==> config.mk <==
export PLATFORM = sky130hd
export DESIGN_NAME = imcab_regs
export DESIGN_NICKNAME = d
export VERILOG_FILES = /design/src/verilog/imcab_pkg.sv /design/src/verilog/imcab_regs.sv
export SDC_FILE = /design/constraint.sdc
export NUM_CORES = 1
export LEC_CHECK = 0
export ABC_AREA = 1
export BUFFER_PORTS_ARGS = -buffer_cell sky130_fd_sc_hd__buf_4
export CORE_UTILIZATION = 48
export CTS_CLUSTER_SIZE = 25
export DETAILED_ROUTE_END_ITERATION = 12
export GPL_TIMING_DRIVEN = 1
export PLACE_DENSITY = 0.81
export SKIP_CTS_REPAIR_TIMING = 1
export SLEW_MARGIN = 20
export SYNTH_ARGS = -nofsm -noshare
export SYNTH_HDL_FRONTEND = slang
export SYNTH_SLANG_ARGS = --single-unit
==> constraint.sdc <==
create_clock -name sys_clk_in -period 1.4 [get_ports sys_clk_in]
set_input_delay 0.28 -clock sys_clk_in [delete_from_list [all_inputs] [get_ports sys_clk_in]]
set_output_delay 0.28 -clock sys_clk_in [all_outputs]
set_load 0.02 [all_outputs]
==> src/verilog/imcab_pkg.sv <==
// Package for the interrupt mask clear and communication area base block.
// Assumes a 32-bit operational register window addressed by byte offset.
package imcab_pkg;
    localparam logic [7:0]  IMCAB_OFS_MASK_SET   = 8'h10;
    localparam logic [7:0]  IMCAB_OFS_MASK_CLEAR = 8'h14;
    localparam logic [7:0]  IMCAB_OFS_COMM_BASE  = 8'h18;
    localparam int          IMCAB_BIT_GLOBAL     = 31;
    localparam int          IMCAB_BIT_OWNER      = 30;
    localparam int          IMCAB_BIT_ROOT_PORT  = 6;
    localparam int          IMCAB_BIT_FRAME_WRAP = 5;
    localparam int          IMCAB_BIT_FATAL      = 4;
    localparam int          IMCAB_BIT_WAKEUP     = 3;
    localparam int          IMCAB_BIT_FRAME_ST   = 2;
    localparam int          IMCAB_BIT_WRITEBACK  = 1;
    localparam int          IMCAB_BIT_OVERRUN    = 0;
    // Implemented enable bits: 31, 30, 6..0
    localparam logic [31:0] IMCAB_MASK_DEFINED   = 32'hC000_007F;
    // Base address keeps bits 31..8; low eight read zero
    localparam logic [31:0] IMCAB_MASK_BASE      = 32'hFFFF_FF00;
    localparam logic [31:0] IMCAB_RST_MASK       = 32'h0000_0000;
    localparam logic [31:0] IMCAB_RST_BASE       = 32'h0000_0000;
endpackage

==> src/verilog/imcab_regs.sv <==
// Interrupt enable set/clear pair and communication area base register.
// Assumes a single-cycle register port from the host window; read data is registered.
//
// Function
// (RQ1) Writing 1 to a mask-clear bit clears the matching enable bit.
// (RQ2) Writing 0 to a mask-clear bit leaves the enable bit unchanged.
// (RQ3) Reading the mask-clear register returns the live enable register.
// (RQ4) Each clear bit maps to the enable and status bit of the same position.
// (RQ5) The mask-clear register is one 32-bit word at byte offset 14h.
// (RQ6) Bit 31 is the global enable; clearing it stops all event interrupts.
// (RQ7) Bit 30 enables the ownership-change interrupt.
// (RQ8) Bits 6..0 are the per-event enables and bits 29..7 are reserved.
// (RQ9) After hardware or software reset interrupts are disabled.
// (RQ10) The base register sits at offset 18h and is writable in bits 31..8.
// (RQ11) The base register holds the physical base of the shared area.
// (RQ12) Base bits 7..0 always read zero, giving 256-byte alignment.
// (RQ13) The driver probes alignment by writing ones and counting low zeros.
// (RQ14) The controller fetches its structures from the area at the base.
// (RQ15) An interrupt is requested only for status, enable and global enable all set.
// (RQ16) Writing 1 to an enable bit sets it; writing 0 leaves it.
// (RQ17) Reserved bits read zero and ignore writes.
`timescale 1ns/100ps
module imcab_regs (
    // Clock and reset
    input  wire logic        sys_clk_in,
    input  wire logic        rst_b_in,
    input  wire logic        soft_reset_in,
    // Register port
    input  wire logic [7:0]  reg_addr_in,
    input  wire logic        reg_wr_in,
    input  wire logic [31:0] reg_wdata_in,
    output logic      [31:0] reg_rdata_out,
    // Interrupt path
    input  wire logic [31:0] interrupt_event_flags_in,
    output logic             irq_request_out,
    output logic      [31:0] interrupt_mask_register_out,
    // Shared area base for fetch logic
    output logic      [31:0] comm_area_base_out
);

    typedef struct packed {
        logic [31:0] mask;
        logic [31:0] base;
        logic [31:0] rdata;
        logic        irq;
    } imcab_state_t;

    imcab_state_t st_reg;
    imcab_state_t st_next;

    function automatic logic hit(input logic [7:0] a, input logic [7:0] ofs);
        hit = (a == ofs);
    endfunction

    // Event enables without the global bit, which only gates them
    function automatic logic [31:0] event_bits(input logic [31:0] m);
        event_bits                              = m;
        event_bits[imcab_pkg::IMCAB_BIT_GLOBAL] = 1'b0;
    endfunction

    // Read mux; its result is registered so read data comes from flip-flops
    function automatic logic [31:0] read_word(
        input logic [7:0]  a,
        input logic [31:0] m,
        input logic [31:0] b
    );
        read_word = 32'h0000_0000;
        if (hit(a, imcab_pkg::IMCAB_OFS_MASK_CLEAR)
            || hit(a, imcab_pkg::IMCAB_OFS_MASK_SET)) begin
            read_word = m;
        end
        if (hit(a, imcab_pkg::IMCAB_OFS_COMM_BASE)) begin
            read_word = b & imcab_pkg::IMCAB_MASK_BASE;
        end
    endfunction

    always_comb begin
        st_next = st_reg;
        if (soft_reset_in) begin
            // (RQ9) software reset disables
            st_next.mask = imcab_pkg::IMCAB_RST_MASK;
            st_next.base = imcab_pkg::IMCAB_RST_BASE;
        end else if (reg_wr_in) begin
            // (RQ16) set-on-one enable write
            if (hit(reg_addr_in, imcab_pkg::IMCAB_OFS_MASK_SET)) begin
                st_next.mask = st_reg.mask
                             | (reg_wdata_in & imcab_pkg::IMCAB_MASK_DEFINED);
            end
            // (RQ1) clear-on-one mask write
            // (RQ2) zeros leave bits
            // (RQ4) same bit position
            // (RQ5) offset 14h word
            // (RQ6) global bit clearable
            // (RQ7) owner bit clearable
            // (RQ8) event bits clearable
            if (hit(reg_addr_in, imcab_pkg::IMCAB_OFS_MASK_CLEAR)) begin
                st_next.mask = st_reg.mask
                             & ~(reg_wdata_in & imcab_pkg::IMCAB_MASK_DEFINED);
            end
            // (RQ10) base write bits 31..8
            // (RQ11) holds shared base
            // (RQ17) reserved writes dropped
            if (hit(reg_addr_in, imcab_pkg::IMCAB_OFS_COMM_BASE)) begin
                st_next.base = reg_wdata_in & imcab_pkg::IMCAB_MASK_BASE;
            end
        end
        // (RQ15) gated interrupt request
        st_next.irq = st_next.mask[imcab_pkg::IMCAB_BIT_GLOBAL]
                    & (|(interrupt_event_flags_in & event_bits(st_next.mask)));
        // (RQ3) clear reads live enables
        // (RQ12) low byte reads zero
        st_next.rdata = read_word(reg_addr_in, st_next.mask, st_next.base);
    end

    always_ff @(posedge sys_clk_in or negedge rst_b_in) begin
        if (!rst_b_in) begin
            // (RQ9) hardware reset disables
            st_reg.mask <= imcab_pkg::IMCAB_RST_MASK;
            st_reg.base <= imcab_pkg::IMCAB_RST_BASE;
            st_reg.rdata <= 32'h0000_0000;
            st_reg.irq   <= 1'b0;
        end else begin
            st_reg <= st_next;
        end
    end

    assign reg_rdata_out               = st_reg.rdata;
    assign irq_request_out             = st_reg.irq;
    assign interrupt_mask_register_out = st_reg.mask;
    // (RQ14) base drives fetch address
    assign comm_area_base_out          = st_reg.base;
endmodule // imcab_regs

==> impl_metrics.tcl <==
set metrics [dict create \
    r2r_slack_ns 0.06 \
    mostFrequentLayoutCells "202 x buf_4, 89 x dfrtp_1, 85 x nand2_1" \
    core_area_sq_um 8175 \
    p_leak_nw 3.574 \
    path_clk_slew_ns 0.10 \
    place_area_sq_um 5614 \
    slew_violations 0 \
    crit_required_ns 1.12 \
    start_util 0.4914 \
    reg2reg_depth 10 \
    synthMuxAreaShare 0 \
    fmax_mhz 741.6 \
    rsz0062_at_grt "yes" \
    slowest_stage "dfrtp_1" \
    worstSetupStartpointType "flip-flop" \
    fin_worst_skew_ns 0.01247 \
    tns_ns 0 \
    rows 33 \
    clock-sinks 89 \
    ys_warn_count 0 \
    seq_area_frac_synth 0.5543 \
    viasPerCell 4.868 \
    cp_num_buf_inv 2 \
    ir_drop_mv 0.4784 \
    dpl.hpwl_um 8383 \
    drt_first_iter_violations 120 \
    power_mw 4.948 \
    dr_total_vias 3690 \
    grt_pass1_vias 3601 \
    grt.overflow.total 0 \
    timing_worst_setup_path_type "flip-flop to output port" \
    antenna_found_initial 0 \
    die_w_um 93.49 \
    synth_top_family_by_area "simple AND/OR/NAND/NOR gates" \
    drc_errors 0 \
    status "completed" \
    finish.instance_area_sq_um 5877 \
    track_usage 0.2591 \
    cp_top_family "flip-flops" \
    end_kind "output port" \
    place_inst 739 \
    cts_inserted_buffers 9 \
    crit_fanout 2 \
    gp_congestion 0.9196 \
    crit_top_cell "buf_4" \
    port_buffers 162 \
    path_depth 2 \
    syn_to_final_growth_pct 46.28 \
    drive_gt1_frac 0.4135 \
    hp-class "input port to flip-flop" \
    ctsRootBufferMaster "clkbuf_8" \
    power_per_cell_area_nw_per_um2 842.0 \
    synth-xor-area-share 0 \
    synthAdderAreaFrac 0 \
    clock_latency_ns 0.35 \
    synth_area_sq_um 4018 \
    final_core_util 0.7189 \
    cts_buffer_depth 2 \
    fin_cells 758 \
    h-tree-depth 3 \
    ioPinCount 173 \
    netlist_top_cells_area "dfrtp_1 55%, nand2_1 8.2%, inv_1 5.4%" \
    routed_wl_um 11110 \
    drv_cap 0 \
    grt_max_degree 33 \
    ant_nets 0 \
    ys_types 29 \
    synth_top_area_share 0.5543 \
    period_share 0.9632 \
    finalHoldViolCount 0 \
    whs_path_depth 3 \
    diodes 0 \
    nNetsFinal 724 \
    avgSynthCellArea_sq_um 8.948 \
    grt_pass1_wl_um 17180 \
    die-area_sq_um 8739 \
    syn_inst 449 \
    fp.dieH_um 93.49 \
    mostFrequentLayoutCell "buf_4" \
    wl_per_cell_um 14.65 \
    synth_seq_cells 89 \
    fillers 637 \
    synth_top_area_cell "dfrtp_1" \
    dr.pass1.iters 5 \
    synthSimpleGateAreaFrac 0.3015 \
    crit_chain "buf_4 > buf_4" \
    setup_violations 0 \
    fin_crit_ns 1.348 \
    cp.arrival_ns 1.07 \
    synth_compound_area_frac 0.04329 \
    cts_tree "built" \
    critPathMaxStageDelay_ns 0.42 \
]
==> state kept, by name (all words and copies together) (netlist names) <==
name / cells
comm_area_base_out: 24
irq_request_out: 1
reg_rdata_out: 32
interrupt_mask_register_out: 32
==> per-stage QoR <==
step | hold WS [ns] | setup slack, ns
floorplan | -0.01559 | 0.003921
global placement | 0.1909 | -0.2247
detailed placement | 0.1923 | -0.2870
CTS | -0.1880 | 0.01840
global route | 0.2246 | -0.09281
finish | 0.2235 | 0.05155
==> power by group <==
group | internal [mW] | switching, mW | leakage [nW] | total [mW]
combinational | 0.201 | 0.196 | 2.22 | 0.397
sequential | 2.57 | 0.00105 | 1.24 | 2.57
clock | 1.03 | 0.952 | 0.112 | 1.98
total | 3.80 | 1.15 | 3.57 | 4.95
==> final timing paths <==
kind / from / endpoint
max: interrupt_mask_register_out[15]$_DFF_PN0_ / interrupt_mask_register_out[15]
min: soft_reset_in / reg_rdata_out[7]$_DFF_PN0_
max reg2reg: interrupt_mask_register_out[18]$_DFF_PN0_ / irq_request_out$_DFF_PN0_
min reg2reg: interrupt_mask_register_out[24]$_DFF_PN0_ / interrupt_mask_register_out[24]$_DFF_PN0_
max in group asynchronous: rst_b_in / reg_rdata_out[18]$_DFF_PN0_
min in group asynchronous: rst_b_in / interrupt_mask_register_out[15]$_DFF_PN0_
==> routing by layer <==
metal | vias up | wire [um] | share of wire | track usage
met4 | 0 | 384 | 0.035 | 0.1308
met5 | - | 0 | 0 | 0
met3 | 26 | 585 | 0.053 | 0.04065
met2 | 117 | 5597 | 0.50 | 0.4369
met1 | 1750 | 4540 | 0.41 | 0.3231
li1 | 1797 | - | - | -
==> cells by family after synthesis <==
logic type | Yosys count
other cells | 1
buf+inv | 90
compound gates | 32
simple gates | 237
flops | 89
==> area by class of cell <==
type | count | area (sq um) | area share
timing repair buffer | 208 | 1627 | 0.2768
clock inverter | 7 | 101.3 | 0.01725
multi-input combinational | 277 | 1428 | 0.2429
inverter | 63 | 239.0 | 0.04066
clock buffer | 9 | 123.9 | 0.02108
sequential | 89 | 2227 | 0.3790
tap | 105 | 131.4 | 0.02235
==> worst register-to-register path, delay by kind of cell (launching register included) <==
kind / cells / cell delay, ns
buf+inv: 1 / 0.04
simple gates: 9 / 0.78
flops: 1 / 0.41
==> cell usage after synthesis <==
cell type,instances
dfrtp_1,89
nand3_1,22
nand4_1,24
a21oi_1,1
inv_2,5
o21ai_1,16
nor2_2,2
buf_2,5
buf_4,9
or2_2,28
conb_1,1
nand2_4,2
nor2_1,21
nor3_2,1
nand3b_1,5
o21bai_1,4
a31o_2,1
o21ai_0,10
clkbuf_2,1
inv_1,58
buf_1,4
nand2_1,88
nor3_1,1
nor2_4,2
nand2_2,1
buf_6,3
and3_1,22
clkbuf_1,5
or2_0,18
No activity file was read; power rests on OpenSTA's default activity.
